--- config.mk ---
export PLATFORM = sky130hd
export DESIGN_NAME = swmw_writer
export DESIGN_NICKNAME = d
export VERILOG_FILES = /design/src/swmw_pkg.sv /design/src/swmw_writer.sv
export VERILOG_INCLUDE_DIRS = /design/src
export SDC_FILE = /design/constraint.sdc
export NUM_CORES = 1
export LEC_CHECK = 0
export CORE_UTILIZATION = 60
export DETAILED_ROUTE_END_ITERATION = 8
export DONT_BUFFER_PORTS = 1
export PLACE_DENSITY = 0.76
export SYNTH_ARGS = -nofsm -noshare
export SYNTH_HDL_FRONTEND = slang
export SYNTH_SLANG_ARGS = --single-unit
--- constraint.sdc ---
create_clock -name clk_i -period 6 [get_ports clk_i]
set_clock_uncertainty 0.15 [all_clocks]
set_input_delay 0.6 -clock clk_i [delete_from_list [all_inputs] [get_ports clk_i]]
set_output_delay 0.6 -clock clk_i [all_outputs]
set_load 0.05 [all_outputs]
--- src/swmw_defs.svh ---
// Timing and mode constants for the single wire master writer.
// Assumes a 200 MHz system clock; counts are derived from times in ns.
`ifndef SWMW_DEFS_SVH
`define SWMW_DEFS_SVH

`define SWMW_CLK_PERIOD_NS   5
`define SWMW_RST_LOW_NS      480000
`define SWMW_RST_SAMPLE_NS   70000
`define SWMW_RST_TOTAL_NS    960000
`define SWMW_ONE_LOW_NS      6000
`define SWMW_ZERO_LOW_NS     60000
`define SWMW_SLOT_NS         70000
`define SWMW_RST_LOW_CYC     (`SWMW_RST_LOW_NS / `SWMW_CLK_PERIOD_NS)
`define SWMW_RST_SAMPLE_CYC  (`SWMW_RST_SAMPLE_NS / `SWMW_CLK_PERIOD_NS)
`define SWMW_RST_TOTAL_CYC   (`SWMW_RST_TOTAL_NS / `SWMW_CLK_PERIOD_NS)
`define SWMW_ONE_LOW_CYC     (`SWMW_ONE_LOW_NS / `SWMW_CLK_PERIOD_NS)
`define SWMW_ZERO_LOW_CYC    (`SWMW_ZERO_LOW_NS / `SWMW_CLK_PERIOD_NS)
`define SWMW_SLOT_CYC        (`SWMW_SLOT_NS / `SWMW_CLK_PERIOD_NS)
`define SWMW_MODE_RST_BEFORE 0
`define SWMW_MODE_RST_AFTER  1
`define SWMW_MODE_BIT        2
`define SWMW_ARRAY_DEPTH     16
`define SWMW_LEN_W           5

`endif

--- src/swmw_pkg.sv ---
// Types for the single wire master writer.
// Assumes swmw_defs.svh is on the include path.
`include "swmw_defs.svh"

package swmw_pkg;

    typedef enum logic [2:0]
    {
        SWMW_IDLE     = 3'b000,
        SWMW_RST_LOW  = 3'b001,
        SWMW_RST_WAIT = 3'b010,
        SWMW_SLOT     = 3'b011,
        SWMW_NEXT     = 3'b100,
        SWMW_DONE     = 3'b101
    } swmw_state_t;

    typedef struct packed
    {
        logic [2:0]             mode;
        logic [`SWMW_LEN_W-1:0] len;
    } swmw_cmd_t;

    typedef struct packed
    {
        logic       presence;
        logic       presence_valid;
        logic       done;
    } swmw_stat_t;

endpackage : swmw_pkg

--- src/swmw_writer.sv ---
// Single wire master transmit engine with reset/presence and byte/bit modes.
// Assumes an external pull-up on the shared line and a 200 MHz clk_i.
// How it works
// RULE1 - Mode 0..7; modes 0-3 send bytes with none/before/after/both resets
// RULE2 - Modes 4-7 send single bits with the same reset placement
// RULE3 - Reset before data: pulse, sample presence, then shift data
// RULE4 - Line toggles driven/released; always released when transfer completes
// RULE5 - Bit modes send only bit 0 of each item
// RULE6 - Array elements go out in ascending index, first n or all
// RULE7 - Line is only pulled low or released, never driven high
// RULE8 - Bytes shift out least significant bit first
// RULE9 - One is short low pulse, zero long low pulse, counts configurable
`timescale 1ns/100ps
`default_nettype none
`include "swmw_defs.svh"

module swmw_writer
#(
    parameter int unsigned RST_LOW_CYC    = `SWMW_RST_LOW_CYC,
    parameter int unsigned RST_SAMPLE_CYC = `SWMW_RST_SAMPLE_CYC,
    parameter int unsigned RST_TOTAL_CYC  = `SWMW_RST_TOTAL_CYC,
    parameter int unsigned SLOT_CYC       = `SWMW_SLOT_CYC,
    parameter int unsigned ONE_LOW_CYC    = `SWMW_ONE_LOW_CYC,
    parameter int unsigned ZERO_LOW_CYC   = `SWMW_ZERO_LOW_CYC
)
(
    input  wire logic                      clk_i,
    input  wire logic                      rstn_i,
    input  wire logic                      en_i,
    input  wire logic                      start_i,
    input  wire swmw_pkg::swmw_cmd_t       cmd_i,
    input  wire logic                      wr_en_i,
    input  wire logic [`SWMW_LEN_W-2:0]    wr_idx_i,
    input  wire logic [7:0]                wr_data_i,
    input  wire logic                      line_i,
    output logic                           line_o,
    output logic                           line_oe_o,
    output logic                           busy_o,
    output swmw_pkg::swmw_stat_t           stat_o
);
    import swmw_pkg::*;

    localparam int unsigned DEPTH = `SWMW_ARRAY_DEPTH;

    logic [7:0]             mem_q [DEPTH];
    swmw_state_t            state_q,  state_d;
    logic [2:0]             mode_q,   mode_d;
    logic [`SWMW_LEN_W-1:0] len_q,    len_d;
    logic [`SWMW_LEN_W-1:0] idx_q,    idx_d;
    logic [2:0]             bit_q,    bit_d;
    logic [19:0]            cnt_q,    cnt_d;
    logic                   after_q,  after_d;
    logic                   drive_q,  drive_d;
    swmw_stat_t             stat_q,   stat_d;
    logic                   sync1_q,  sync2_q;
    logic                   cur_bit;

    // Low time of a write slot for the given bit value
    function automatic logic [19:0] low_cycles(input logic b);
        low_cycles = b ? 20'(ONE_LOW_CYC) : 20'(ZERO_LOW_CYC); // RULE9
    endfunction : low_cycles

    always_ff @(posedge clk_i)
    begin
        if (en_i && wr_en_i && !busy_o)
        begin
            mem_q[wr_idx_i] <= wr_data_i;
        end
    end

    // Line level is asynchronous to clk_i
    always_ff @(posedge clk_i or negedge rstn_i)
    begin
        if (!rstn_i)
        begin
            sync1_q <= 1'b1;
            sync2_q <= 1'b1;
        end
        else if (en_i)
        begin
            sync1_q <= line_i;
            sync2_q <= sync1_q;
        end
    end

    always_comb
    begin
        cur_bit = mem_q[idx_q[`SWMW_LEN_W-2:0]][bit_q];   // RULE8
        if (mode_q[`SWMW_MODE_BIT])
        begin
            cur_bit = mem_q[idx_q[`SWMW_LEN_W-2:0]][0];   // RULE5
        end
    end

    always_comb
    begin
        state_d = state_q;
        mode_d  = mode_q;
        len_d   = len_q;
        idx_d   = idx_q;
        bit_d   = bit_q;
        cnt_d   = cnt_q;
        after_d = after_q;
        drive_d = 1'b0;
        stat_d  = stat_q;
        stat_d.done = 1'b0;
        case (state_q)
            SWMW_IDLE:
            begin
                if (start_i)
                begin
                    mode_d  = cmd_i.mode;                 // RULE1 RULE2
                    // Zero length means the whole array
                    len_d   = (cmd_i.len == '0 || cmd_i.len > `SWMW_LEN_W'(DEPTH)) ?
                              `SWMW_LEN_W'(DEPTH) : cmd_i.len; // RULE6
                    idx_d   = '0;
                    bit_d   = '0;
                    cnt_d   = '0;
                    after_d = 1'b0;
                    stat_d.presence_valid = 1'b0;
                    if (cmd_i.mode[`SWMW_MODE_RST_BEFORE])
                    begin
                        state_d = SWMW_RST_LOW;           // RULE3
                        drive_d = 1'b1;
                    end
                    else
                    begin
                        state_d = SWMW_SLOT;
                        drive_d = 1'b1;
                    end
                end
            end
            SWMW_RST_LOW:
            begin
                drive_d = 1'b1;
                cnt_d   = cnt_q + 20'd1;
                if (cnt_q == 20'(RST_LOW_CYC - 1))
                begin
                    drive_d = 1'b0;                       // RULE4
                    cnt_d   = '0;
                    state_d = SWMW_RST_WAIT;
                end
            end
            SWMW_RST_WAIT:
            begin
                cnt_d = cnt_q + 20'd1;
                if (cnt_q == 20'(RST_SAMPLE_CYC - 1))
                begin
                    stat_d.presence       = ~sync2_q;     // RULE3
                    stat_d.presence_valid = 1'b1;
                end
                if (cnt_q == 20'(RST_TOTAL_CYC - RST_LOW_CYC - 1))
                begin
                    cnt_d   = '0;
                    state_d = after_q ? SWMW_DONE : SWMW_SLOT;
                    drive_d = ~after_q;
                end
            end
            SWMW_SLOT:
            begin
                cnt_d   = cnt_q + 20'd1;
                drive_d = (cnt_q + 20'd1) < low_cycles(cur_bit); // RULE9 RULE7
                if (cnt_q == 20'(SLOT_CYC - 1))
                begin
                    cnt_d   = '0;
                    drive_d = 1'b0;
                    state_d = SWMW_NEXT;
                end
            end
            SWMW_NEXT:
            begin
                // One idle cycle of release between slots for recovery
                state_d = SWMW_SLOT;
                drive_d = 1'b1;
                if (!mode_q[`SWMW_MODE_BIT] && bit_q != 3'd7)
                begin
                    bit_d = bit_q + 3'd1;                 // RULE8
                end
                else if (idx_q + `SWMW_LEN_W'(1) < len_q)
                begin
                    bit_d = '0;
                    idx_d = idx_q + `SWMW_LEN_W'(1);     // RULE6
                end
                else if (mode_q[`SWMW_MODE_RST_AFTER])
                begin
                    after_d = 1'b1;
                    state_d = SWMW_RST_LOW;              // RULE1
                end
                else
                begin
                    drive_d = 1'b0;
                    state_d = SWMW_DONE;
                end
            end
            SWMW_DONE:
            begin
                drive_d     = 1'b0;                       // RULE4
                stat_d.done = 1'b1;
                state_d     = SWMW_IDLE;
            end
            default:
            begin
                state_d = SWMW_IDLE;
            end
        endcase
    end

    always_ff @(posedge clk_i or negedge rstn_i)
    begin
        if (!rstn_i)
        begin
            state_q <= SWMW_IDLE;
            mode_q  <= '0;
            len_q   <= '0;
            idx_q   <= '0;
            bit_q   <= '0;
            cnt_q   <= '0;
            after_q <= 1'b0;
            drive_q <= 1'b0;
            stat_q  <= '0;
        end
        else if (en_i)
        begin
            state_q <= state_d;
            mode_q  <= mode_d;
            len_q   <= len_d;
            idx_q   <= idx_d;
            bit_q   <= bit_d;
            cnt_q   <= cnt_d;
            after_q <= after_d;
            drive_q <= drive_d;
            stat_q  <= stat_d;
        end
    end

    // Open drain: only ever pull low, enable is active low
    assign line_o    = 1'b0;                              // RULE7
    assign line_oe_o = ~drive_q;                          // RULE4
    assign busy_o    = (state_q != SWMW_IDLE);
    assign stat_o    = stat_q;

endmodule : swmw_writer
`default_nettype wire

-- Word-level counts from Yosys, hierarchy flattened
Memory sizes are Yosys's and may differ from the RTL's.
Cells that the tools add are included.
- muxes and demuxes: 45
- reduce and logical (&&, ||, !) cells: 21
- eq/ne operators: 18
- order comparisons: 4
- $add $sub $neg: 3
- bitwise operators: 3
- operators by type and width (kind ; count):
    20-bit 2-to-1 mux ; 3
    20-bit case mux with 3 select lines ; 1
    3-bit 2-to-1 mux ; 11
    20-bit by 1-bit adder with 20-bit output (second input constant) ; 1
    20-bit by 14-bit == test with 1-bit output (second input constant) ; 1
    20-bit by 17-bit == test with 1-bit output (second input constant) ; 1
    20-bit by 14-bit less-than comparator with 1-bit output ; 1
    5-bit 2-to-1 mux ; 4
    2-bit != test (second input constant) ; 9
    1-bit 2-to-1 mux ; 17
    3-bit case mux with 5 select lines ; 1
    14-bit 2-to-1 mux ; 1
    5-bit case mux with 2 select lines ; 1
    5-bit AND reduction ; 2
    3-bit AND reduction ; 3
    4-bit AND reduction ; 2
    3-bit by 2-bit == test with 1-bit output (second input constant) ; 2
    3-bit == test (second input constant) ; 2
    3-bit != test (second input constant) ; 2
    3-bit case mux with 2 select lines ; 1
    6-bit AND reduction ; 1
    3-bit nonzero test ; 2
    5-bit by 1-bit adder with 5-bit output (second input constant) ; 1
    5-bit greater-than comparator (second input constant) ; 1
    16 further kinds ; 23
- memory bits (writable): 128
- bits of input ports: 26
- register bits: 46
- memories: 1
- memory list (name ; words ; bits a word ; read ports ; clocked after memory_dff ; wr ports ; line ; RTL):
    mem_q ; 16 ; 8 ; 1 ; 0 ; 1 ; swmw_writer.sv:45 ; logic [7:0] mem_q [DEPTH];

-- Longest topological paths before layout
Gate-level depths: netlist of run 1.
An unclocked memory read counts as a cell.
- word-level depth: 8
- depth in mapped cells: 16
- depth with buffers taken out: 12

-- Least setup slack after synthesis of run 1
Ideal clock, no wire load.
- kind: flip-flop to flip-flop
- start point: register idx_q[0]
- end point: register drive_q
- clock period less this slack: 3.196 ns
- slack: 2.804 ns
- setup time: 0.128 ns
- stages on the path, launching flop included: 14
- data arrival time: 2.918 ns
- path through: dfrtp_1 buf_6 mux4_2 and2_0 a211o_1 a2111oi_2 nand3_1 a32o_2 ha_1 nand2_1 nor3_1 nand4_1 a21oi_2 o31ai_1
- word-level cells in the longest chain between the ends: 8
- elaborated cells between the ends (all ways): 12
- ends and longest elaborated chain (element ; line ; RTL):
    from (decl) ; swmw_writer.sv:49 ; logic [`SWMW_LEN_W-1:0] idx_q, idx_d;
    from (signal assigned) ; swmw_writer.sv:227 ; idx_q <= idx_d;
    memory read 16 x 8 bit ; - ;
    1-bit binary-select mux with 3-bit select ; swmw_writer.sv:88 ; cur_bit = mem_q[idx_q[`SWMW_LEN_W-2:0]][bit_q];
    1-bit 2-to-1 mux ; swmw_writer.sv:88 ;
    1-bit 2-to-1 mux ; swmw_writer.sv:89 ; if (mode_q[`SWMW_MODE_BIT])
    14-bit 2-to-1 mux ; swmw_writer.sv:60 ; low_cycles = b ? 20'(ONE_LOW_CYC) : 20'(ZERO_LOW_CYC);
    20-bit by 14-bit less-than comparator with 1-bit output ; swmw_writer.sv:162 ; drive_d = (cnt_q + 20'd1) < low_cycles(cur_bit);
    1-bit 2-to-1 mux ; swmw_writer.sv:163 ; if (cnt_q == 20'(SLOT_CYC - 1))
    1-bit case mux with 5 select lines * ; swmw_writer.sv:107 ; case (state_q)
    to (signal assigned) ; swmw_writer.sv:231 ; drive_q <= drive_d;
    to (decl) ; swmw_writer.sv:53 ; logic drive_q, drive_d;
Every way passes the cells marked *; elsewhere a longest branch is shown, timed or not. The select of a mux whose other input is x is not followed.
A chain may end at the register's enable or synchronous reset.

-- Worst setup path in the final report of run 1
- start point: register idx_q[1]
- end point: register idx_q[1]
- word-level cells in the longest chain between the ends: 4
- elaborated cells between the ends (all ways): 7
- ends and longest elaborated chain (element ; line ; RTL):
    5-bit by 1-bit adder with 5-bit output * ; swmw_writer.sv:179, swmw_writer.sv:182 ;
    5-bit less-than comparator / 5-bit 2-to-1 mux (equally long branches) ; swmw_writer.sv:179 ; else if (idx_q + `SWMW_LEN_W'(1) < len_q)
    2-bit != test (no source line) / 5-bit 2-to-1 mux (equally long branches) ; - ;
    5-bit AND reduction (no source line) / 5-bit case mux with 2 select lines (equally long branches) ; - ;
Marked as above.

==> results of run 1 <==
registers in the layout (all words and copies together), names as in the netlist:
register and flops:
bit_q 3, stat_o 3, mode_q 2, sync1_q 1, idx_q 5, cnt_q 20
state_q 3, after_q 1, sync2_q 1, len_q 5, drive_q 1, mem_q 128
layer usage:
layer / vias up / share of wire (%) / wire, um / global-route usage, %
met2: 188 / 50 / 8270 / 45.3
met1: 2461 / 40 / 6590 / 31.2
met4: 0 / 2.6 / 435 / 11.3
met3: 38 / 7.5 / 1240 / 8.55
met5: - / 0 / 0 / 0
li1: 2242 / - / - / -
cell usage in the layout, fill, tap and decap left out, types with 9 or more instances in the layout:
master     netlist  final
nor2_1          45     45
mux2_2          11     11
dfrtp_1         43     42
inv_1           17     17
nor3_1           9      9
clkbuf_16        0     17
o31ai_1         10      9
edfxtp_1       128    128
nand2_1         36     36
xnor2_1         10     10
nand4_1         10     10
nor2b_1         11     11
mux2i_1         24     24
nand2b_1         9      9
mux4_2          16     16
ha_1            13     13
nand3_1         25     25
o21ai_0         44     44
layout make-up:
type                            instances  share of cell area (%)
Multi-Input combinational cell        364                    31.4
Timing Repair Buffer                    9                    1.03
Inverter                               18                   0.775
Clock inverter                         15                    2.37
Clock buffer                           17                    4.88
Sequential cell                       173                    57.0
Tap cell                              172                    2.47
power groups by stage:
stage / Combinational [mW] / Sequential [mW] / Clock (mW)
floorplan: 0.451 / 1.42 / 0
global placement: 0.469 / 1.48 / 0
detailed placement: 0.489 / 1.49 / 0
CTS: 0.502 / 1.46 / 1.19
global route: 0.553 / 1.47 / 1.23
finish: 0.504 / 1.46 / 1.18
kinds of logic after synthesis:
| logic type | count (synthesis) | synth area share, % |
|---|---|---|
| flops | 173 | 62.5 |
| buf+inv | 50 | 3.10 |
| mux | 57 | 11.1 |
| xor+xnor | 15 | 1.65 |
| simple gates | 168 | 10.3 |
| compound gates | 110 | 9.31 |
| fa+ha+maj | 13 | 2.04 |
| other cells | 1 | 0.0471 |
stage by stage:
step / cell area [um^2] / std cells / hold WS, ps / total power, mW
2_1_floorplan: 7960 / 587 / 154 / 1.87
4_1_cts: 8720 / 768 / 86.1 / 3.15
3_3_place_gp: 8050 / 734 / 155 / 1.95
6_report: 8720 / 768 / 109 / 3.14
3_5_place_dp: 8050 / 734 / 155 / 1.98
5_1_grt: 8720 / 768 / 85.4 / 3.25
what timing repair did:
action,CTS,global route
hold buffers,2,0
endpoints found under the hold margin,45,0
gates resized for setup,0,0
worst max-delay path by stage:
| stage | start | to | slack, ps | depth (start not counted) |
|---|---|---|---|---|
| 2_1_floorplan | idx_q[0] | drive_q | 2800 | 13 |
| 3_3_place_gp | idx_q[0] | drive_q | 2210 | 13 |
| 3_5_place_dp | idx_q[0] | drive_q | 2050 | 13 |
| 4_1_cts | idx_q[0] | drive_q | 2030 | 13 |
| 5_1_grt | idx_q[0] | drive_q | 1700 | 13 |
| 6_report | idx_q[1] | idx_q[1] | 1980 | 10 |
==> results.sh, run 1 <==
export IMPL_ys_async_sr_fraction_pct=26.0
export IMPL_powerDensity_nw_per_um2=360
export IMPL_cp_end_kind="flip-flop"
export IMPL_clk_latency_ps=430
export IMPL_htree_levels=4
export IMPL_drv_slew=0
export IMPL_post_place_ws_ps=2050
export IMPL_peakVddDrop_v=0.000436
export IMPL_syn_inst=587
export IMPL_die_area_um2=13700
export IMPL_power_frac_clock_pct=37.4
export IMPL_synthFlopType="edfxtp_1"
export IMPL_cts_buffers=17
export IMPL_synthDistinctLibCells=61
export IMPL_cap_violations=0
export IMPL_cp_cell_sequence="and2_1, nand2_1, xnor2_1, ha_1, o21a_1, o21ai_0, and3b_1, o211ai_1, a31oi_1, mux2_2"
export IMPL_grt_max_degree=46
export IMPL_r2r_cells=10
export IMPL_grt_pass1_wl_um=25700
export IMPL_die_height_um=117
export IMPL_via_per_inst=6.42
export IMPL_crit_arrival_ps=4190
export IMPL_start_util_pct=62.3
export IMPL_hold_class="input pin to flip-flop"
export IMPL_r2r_end="idx_q[1]"
export IMPL_finalSetupTns_ps=0
export IMPL_syn_nets=626
export IMPL_yosys_cell_count_top_type="edfxtp_1"
export IMPL_layout_setup_ws_ps=1980
export IMPL_fmaxAchievable_mhz=249
export IMPL_fillers=858
export IMPL_slowest_delay_ps=1050
export IMPL_tightest_slew_ps=1080
export IMPL_worst_path_max_fanout=25
export IMPL_die_w_um=117
export IMPL_cts_root_buf="clkbuf_16"
export IMPL_sw_frac_of_total_pct=28.0
export IMPL_hold_depth=0
export IMPL_grt_overflow=0
export IMPL_max_slew_margin_rel_pct=28.1
export IMPL_min_period_over_period_pct=67.0
export IMPL_cts_buffer_depth=2
export IMPL_path_class="flip-flop to flip-flop"
export IMPL_utilization_pct=68.3
export IMPL_grt_antenna_before_repair=0
export IMPL_yosysWarnings=0
export IMPL_cts_tree="built"
export IMPL_p_seq_share_pct=46.5
export IMPL_dr_total_vias=4929
export IMPL_path_clk_slew_ps=70
export IMPL_status="completed"
export IMPL_ant_nets=0
export IMPL_post_synth_top_area_cell="edfxtp_1"
export IMPL_p_switching_uw=878
export IMPL_place_hpwl_um=10800
export IMPL_areaGrowthSynthToFinish_pct=9.61
export IMPL_synth_area_top_cells="edfxtp_1 (48%), dfrtp_1 (14%), mux4_2 (4.5%)"
export IMPL_gp_congestion=0.884
export IMPL_hold_viol_final=0
export IMPL_syn_avg_cell_area_um2=13.6
export IMPL_drtPass1Iterations=5
export IMPL_routedWlPerCell_um=21.5
export IMPL_nNetsFinal=622
export IMPL_multiInputGateArea_um2=2740
export IMPL_core_area_um2=12800
export IMPL_netlist_area_leader_share_pct=48.3
export IMPL_path_buf_inv=0
export IMPL_track_usage_pct=26.6
export IMPL_period_needed_ps=4020
export IMPL_ys_seq_elements=173
export IMPL_slowest_stage="dfrtp_1"
export IMPL_cts_sinks=173
export IMPL_required_ps=6170
export IMPL_synth_common_cells="edfxtp_1 (128), nor2_1 (45), o21ai_0 (44)"
export IMPL_r2r_setup_slack_ps=1980
export IMPL_hp_start="wr_data_i[5]"
export IMPL_drc=0
export IMPL_cpLargestDelayFamily="flip-flops"
export IMPL_synth_edf_count=128
export IMPL_share_comb_of_total_power_pct=16.0
export IMPL_first_iter_violations=494
export IMPL_drive_gt1_share_pct=12.2
export IMPL_grt_setup_unrepaired="false"
export IMPL_r2r_start="idx_q[1]"
export IMPL_ys_seq_area_share_pct=62.5
export IMPL_rows=41
export IMPL_io_pins=32
export IMPL_post_cts_setup_buffer_count=0
export IMPL_setup_viol=0
export IMPL_synthesis_area_um2=7960
export IMPL_grt_pass1_vias=4866
export IMPL_portBuffers=0
export IMPL_cp_start_kind="flip-flop"
export IMPL_min_to="mem_q[11][5]"
export IMPL_regArea_um2=4970
export IMPL_p_leak_nw=3.05
export IMPL_antennaDiodeCount=0
export IMPL_finalWirelength_um=16500
export IMPL_internal_power_mw=2.26
(Power assumes the default switching activity.)
==> run 2, diff against run 1 <==
CORE_UTILIZATION = 57   (was 60)
PLACE_DENSITY = 0.75   (was 0.76)
clock period = 3.6 ns   (was 6 ns; I/O delays follow)
==> run 2 against run 1 <==
Compared with the run above:
- clock power rose by 55%
- global-route usage fell by 0.57 points
- clock-buffer cell count did not move
- design area rose by 4.8%
- fmax rose by 16%
- cell count rose by 6.6%
- non-clock buffer count rose by 47
==> results.sh, run 2 (synthesis results as in run 1) <==
export IMPL_p_leak_nw=3.28
export IMPL_required_ps=3770
export IMPL_regMostFlops="mem_q"
export IMPL_drtPass1Iterations=5
export IMPL_drv_slew=0
export IMPL_rows=42
export IMPL_regArea_um2=4980
export IMPL_ant_nets=0
export IMPL_core_area_um2=13500
export IMPL_multiInputGateArea_um2=2760
export IMPL_powerDensity_nw_per_um2=571
export IMPL_finalWirelength_um=17200
export IMPL_io_pins=32
export IMPL_status="completed"
export IMPL_hold_depth=3
export IMPL_nNetsFinal=669
export IMPL_path_class="flip-flop to flip-flop"
export IMPL_reg_largest_list="mem_q x128, cnt_q x20"
export IMPL_track_usage_pct=26.1
export IMPL_crit_arrival_ps=3640
export IMPL_r2r_end="drive_q"
export IMPL_clk_latency_ps=440
export IMPL_drc=0
export IMPL_htree_levels=4
export IMPL_r2r_setup_slack_ps=130
export IMPL_largest_reg_flops=128
export IMPL_hold_class="input pin to flip-flop"
export IMPL_hold_viol_final=0
export IMPL_via_per_inst=6.33
export IMPL_die_w_um=120
export IMPL_max_slew_margin_rel_pct=45.1
export IMPL_start_util_pct=59.1
export IMPL_hp_start="en_i"
export IMPL_worst_path_max_fanout=5
export IMPL_cp_start_kind="flip-flop"
export IMPL_portBuffers=0
export IMPL_power_mw=5.22
export IMPL_r2r_start="idx_q[0]"
export IMPL_cts_tree="built"
export IMPL_grt_overflow=0
export IMPL_grt_antenna_before_repair=0
export IMPL_place_hpwl_um=10900
export IMPL_final_cell_mix="edfxtp_1 (128), nor2_1 (45), o21ai_0 (43), dfrtp_1 (41), nand2_1 (36)"
export IMPL_cts_root_buf="clkbuf_16"
export IMPL_tightest_slew_ps=821
export IMPL_routedWlPerCell_um=21.0
export IMPL_fmaxAchievable_mhz=288
export IMPL_cts_buffers=17
export IMPL_min_period_over_period_pct=96.3
export IMPL_timing_hold_ws_ps=19.6
export IMPL_areaGrowthSynthToFinish_pct=14.8
export IMPL_period_needed_ps=3470
export IMPL_final_common_cell="edfxtp_1"
export IMPL_cts_buffer_depth=2
export IMPL_die_area_um2=14400
export IMPL_fillers=924
export IMPL_die_height_um=120
export IMPL_min_to="drive_q"
export IMPL_grt_pass1_vias=5106
export IMPL_grt_max_degree=46
export IMPL_cts_sinks=173
export IMPL_peakVddDrop_v=0.000434
export IMPL_first_iter_violations=530
export IMPL_cp_end_kind="flip-flop"
export IMPL_antennaDiodeCount=0
export IMPL_r2r_cells=13
export IMPL_grt_pass1_wl_um=27400
export IMPL_gp_congestion=0.844
export IMPL_dr_total_vias=5182
export IMPL_setup_viol=0
export IMPL_path_clk_slew_ps=70
export IMPL_cap_violations=0
export IMPL_drive_gt1_share_pct=17.0
-- run 2: cell count changes in the layout (fill, tap and decap cells not counted), sizes merged --
cell,delta
dlygate4sd3,+17
clkinvlp,-1
bufinv,-3
buf,+29
clkinv,+1
clkbuf,+1
inv,+3
-- run 2: worst max-delay path: stages (launching register included) --
cell and delay (ps):
dfrtp_4 490, clkbuf_4 180, buf_4 150, mux4_2 420
a211o_1 320, a2111oi_2 300, nand3_1 110, a32o_2 310
ha_1 300, nand2_1 70, nor3_2 210, nand4_1 130
a21oi_2 120, o31ai_1 80
-- run 2: per-stage QoR --
step,util [%],instances,instance area [um^2],TNS [ps],worst slack (ps)
floorplan,-,587,7960,0,404
global placement,61.3,762,8250,0,141
detailed placement,61.3,762,8250,0,47.1
CTS,67.3,813,9060,0,2.14
global route,67.9,819,9140,-42.5,-42.5
finish,67.9,819,9140,0,132
-- run 2: worst max-delay path by stage --
stage	from	endpoint	slack (ps)
finish	idx_q[0]	drive_q	130
global placement	idx_q[2]	drive_q	140
CTS	idx_q[2]	drive_q	2
detailed placement	idx_q[0]	drive_q	50
global route	idx_q[0]	drive_q	-40
floorplan	idx_q[0]	drive_q	400
-- run 2: timing repair --
action,in CTS,in global routing
endpoints found under the hold margin,185,0
setup endpoints to repair,0,1
resized for setup,0,8
buffers inserted,0,6
hold buffers,19,0
-- run 2: where the power goes --
part / internal [mW] / switching, mW / total, mW
Combinational: 0.413 / 0.587 / 1.00
Sequential: 2.26 / 0.131 / 2.39
Clock: 0.992 / 0.841 / 1.83
-- run 2: layout make-up --
| cell class | instances | area share [%] |
|---|---|---|
| clock buffers | 17 | 4.66 |
| flip-flops and latches | 173 | 54.5 |
| well taps | 176 | 2.41 |
| clock inverters | 15 | 1.93 |
| multi-input cells | 364 | 30.2 |
| inverters | 18 | 0.739 |
| repair buffers | 56 | 5.63 |
-- run 2: per-layer routing --
| metal | track usage [%] | routed length (um) | up-vias |
|---|---|---|---|
| li1 | - | - | 2347 |
| met1 | 33.9 | 7100 | 2599 |
| met2 | 41.8 | 8640 | 202 |
| met3 | 6.18 | 1040 | 34 |
| met4 | 11.6 | 420 | 0 |
| met5 | 0 | 0 | - |
==> run 3, diff against run 2 <==
HOLD_SLACK_MARGIN = 0.02   (was unset)
==> run 3 against run 2 <==
Compared with the run above:
- wire length decreased by 0.44%
- fmax about the same
- clock power about the same
- cell count unchanged
==> results.sh, run 3 (synthesis results as in run 1) <==
export IMPL_setup_viol=0
export IMPL_antennaDiodeCount=0
export IMPL_clk_latency_ps=440
export IMPL_largest_reg_flops=128
export IMPL_required_ps=3770
export IMPL_met1_usage_pct=33.9
export IMPL_cts_root_buf="clkbuf_16"
export IMPL_via_per_inst=6.26
export IMPL_routedWlPerCell_um=20.9
export IMPL_worst_path_max_fanout=5
export IMPL_power_mw=5.22
export IMPL_max_slew_margin_rel_pct=44.1
export IMPL_cts_tree="built"
export IMPL_finalSetupTns_ps=0
export IMPL_final_cells=819
export IMPL_place_area_um2=8250
export IMPL_grt_busiest_layer="met2"
export IMPL_io_pins=32
export IMPL_drc=0
export IMPL_first_iter_violations=528
export IMPL_grt_max_degree=46
export IMPL_r2r_start="idx_q[0]"
export IMPL_nNetsFinal=669
export IMPL_die_area_um2=14400
export IMPL_dr_total_vias=5125
export IMPL_hold_viol_final=0
export IMPL_core_area_um2=13500
export IMPL_crit_arrival_ps=3630
export IMPL_final_cell_mix="edfxtp_1 (128), nor2_1 (45), o21ai_0 (43), dfrtp_1 (41), nand2_1 (36)"
export IMPL_gp_congestion=0.844
export IMPL_regMostFlops="mem_q"
export IMPL_final_common_cell="edfxtp_1"
export IMPL_slowest_stage="dfrtp_4"
export IMPL_r2r_end="drive_q"
export IMPL_globalRouteMet2Util_pct=41.8
export IMPL_period_needed_ps=3470
export IMPL_grt_pass1_wl_um=27400
export IMPL_met3_usage_pct=6.18
export IMPL_hp_start="cmd_i[4]"
export IMPL_cp_start_kind="flip-flop"
export IMPL_cts_buffer_depth=2
export IMPL_die_height_um=120
export IMPL_grt_pass1_vias=5104
export IMPL_hold_class="input pin to flip-flop"
export IMPL_cts_sinks=173
export IMPL_place_inst=762
export IMPL_cp_cell_sequence="clkbuf_4, buf_4, mux4_2, a211o_1, a2111oi_2, nand3_1, a32o_2, ha_1, nand2_1, nor3_2, nand4_1, a21oi_2, o31ai_1"
export IMPL_hold_depth=3
export IMPL_r2r_setup_slack_ps=130
export IMPL_track_usage_pct=26.1
export IMPL_min_to="len_q[4]"
export IMPL_start_util_pct=59.1
export IMPL_status="completed"
export IMPL_die_w_um=120
export IMPL_reg_largest_list="mem_q x128, cnt_q x20"
export IMPL_path_clk_slew_ps=70
export IMPL_p_leak_nw=3.28
export IMPL_drv_slew=0
export IMPL_tightest_slew_ps=835
export IMPL_place_hpwl_um=10900
export IMPL_htree_levels=4
export IMPL_powerDensity_nw_per_um2=571
export IMPL_areaGrowthSynthToFinish_pct=14.8
export IMPL_cap_violations=0
export IMPL_fmaxAchievable_mhz=288
export IMPL_peakVddDrop_v=0.000433
export IMPL_drtPass1Iterations=7
export IMPL_finalWirelength_um=17100
export IMPL_slowest_delay_ps=490
export IMPL_min_period_over_period_pct=96.3
export IMPL_ant_nets=0
export IMPL_portBuffers=0
export IMPL_finalInstanceArea_um2=9140
export IMPL_grt_overflow=0
export IMPL_path_class="flip-flop to flip-flop"
export IMPL_drive_gt1_share_pct=17.0
export IMPL_rows=42
export IMPL_cp_end_kind="flip-flop"
export IMPL_r2r_cells=13
export IMPL_cts_buffers=17
export IMPL_grt_antenna_before_repair=0
==> run 3: cell type report <==
type | instances | area [um^2]
Multi-Input combinational cell | 364 | 2760
Inverter | 18 | 67.6
Fill cell | 924 | 4320
Tap cell | 176 | 220
Clock buffer | 17 | 425
Timing Repair Buffer | 56 | 514
Sequential cell | 173 | 4980
Clock inverter | 15 | 176
==> run 3: how the worst max path moves through the flow <==
stage / start / end / depth (start not counted)
finish: idx_q[0] / drive_q / 13
global route: idx_q[0] / drive_q / 13
CTS: idx_q[2] / drive_q / 13
detailed placement: idx_q[0] / drive_q / 13
global placement: idx_q[2] / drive_q / 13
floorplan: idx_q[0] / drive_q / 13
==> run 3: where the power goes <==
group | switching (mW) | internal [mW] | leakage (nW)
sequential | 0.131 | 2.25 | 1.75
combinational | 0.587 | 0.413 | 1.23
clock | 0.843 | 0.992 | 0.296
total | 1.56 | 3.66 | 3.28
==> run 3: routing by layer <==
metal | up-vias | part of all wire [%]
li1 | 2347 | -
met1 | 2536 | 40
met2 | 210 | 50
met3 | 32 | 6.8
met4 | 0 | 2.3
met5 | - | 0
==> run 3: critical path: cells and delay by family, from the launching register on <==
kind | cells | cell delay, ps
buf+inv | 2 | 320
mux | 1 | 420
compound gates | 5 | 1130
flops | 1 | 490
simple gates | 4 | 520
fa+ha+maj | 1 | 300
==> run 3: through the flow <==
stage	hold WS [ps]	util, %	setup slack, ps
2_1_floorplan	-85.6	-	404
5_1_grt	91.8	67.9	-42.5
3_3_place_gp	-84.6	61.3	141
3_5_place_dp	-84.7	61.3	47.1
6_report	84.8	67.9	133
4_1_cts	69.8	67.3	2.11
==> run 3: what timing repair did <==
action / in CTS / in global routing
endpoints found under the setup margin: 0 / 1
buffers inserted: 0 / 6
endpoints found under the hold margin: 185 / 0
gates resized for setup: 0 / 8
hold buffers: 19 / 0
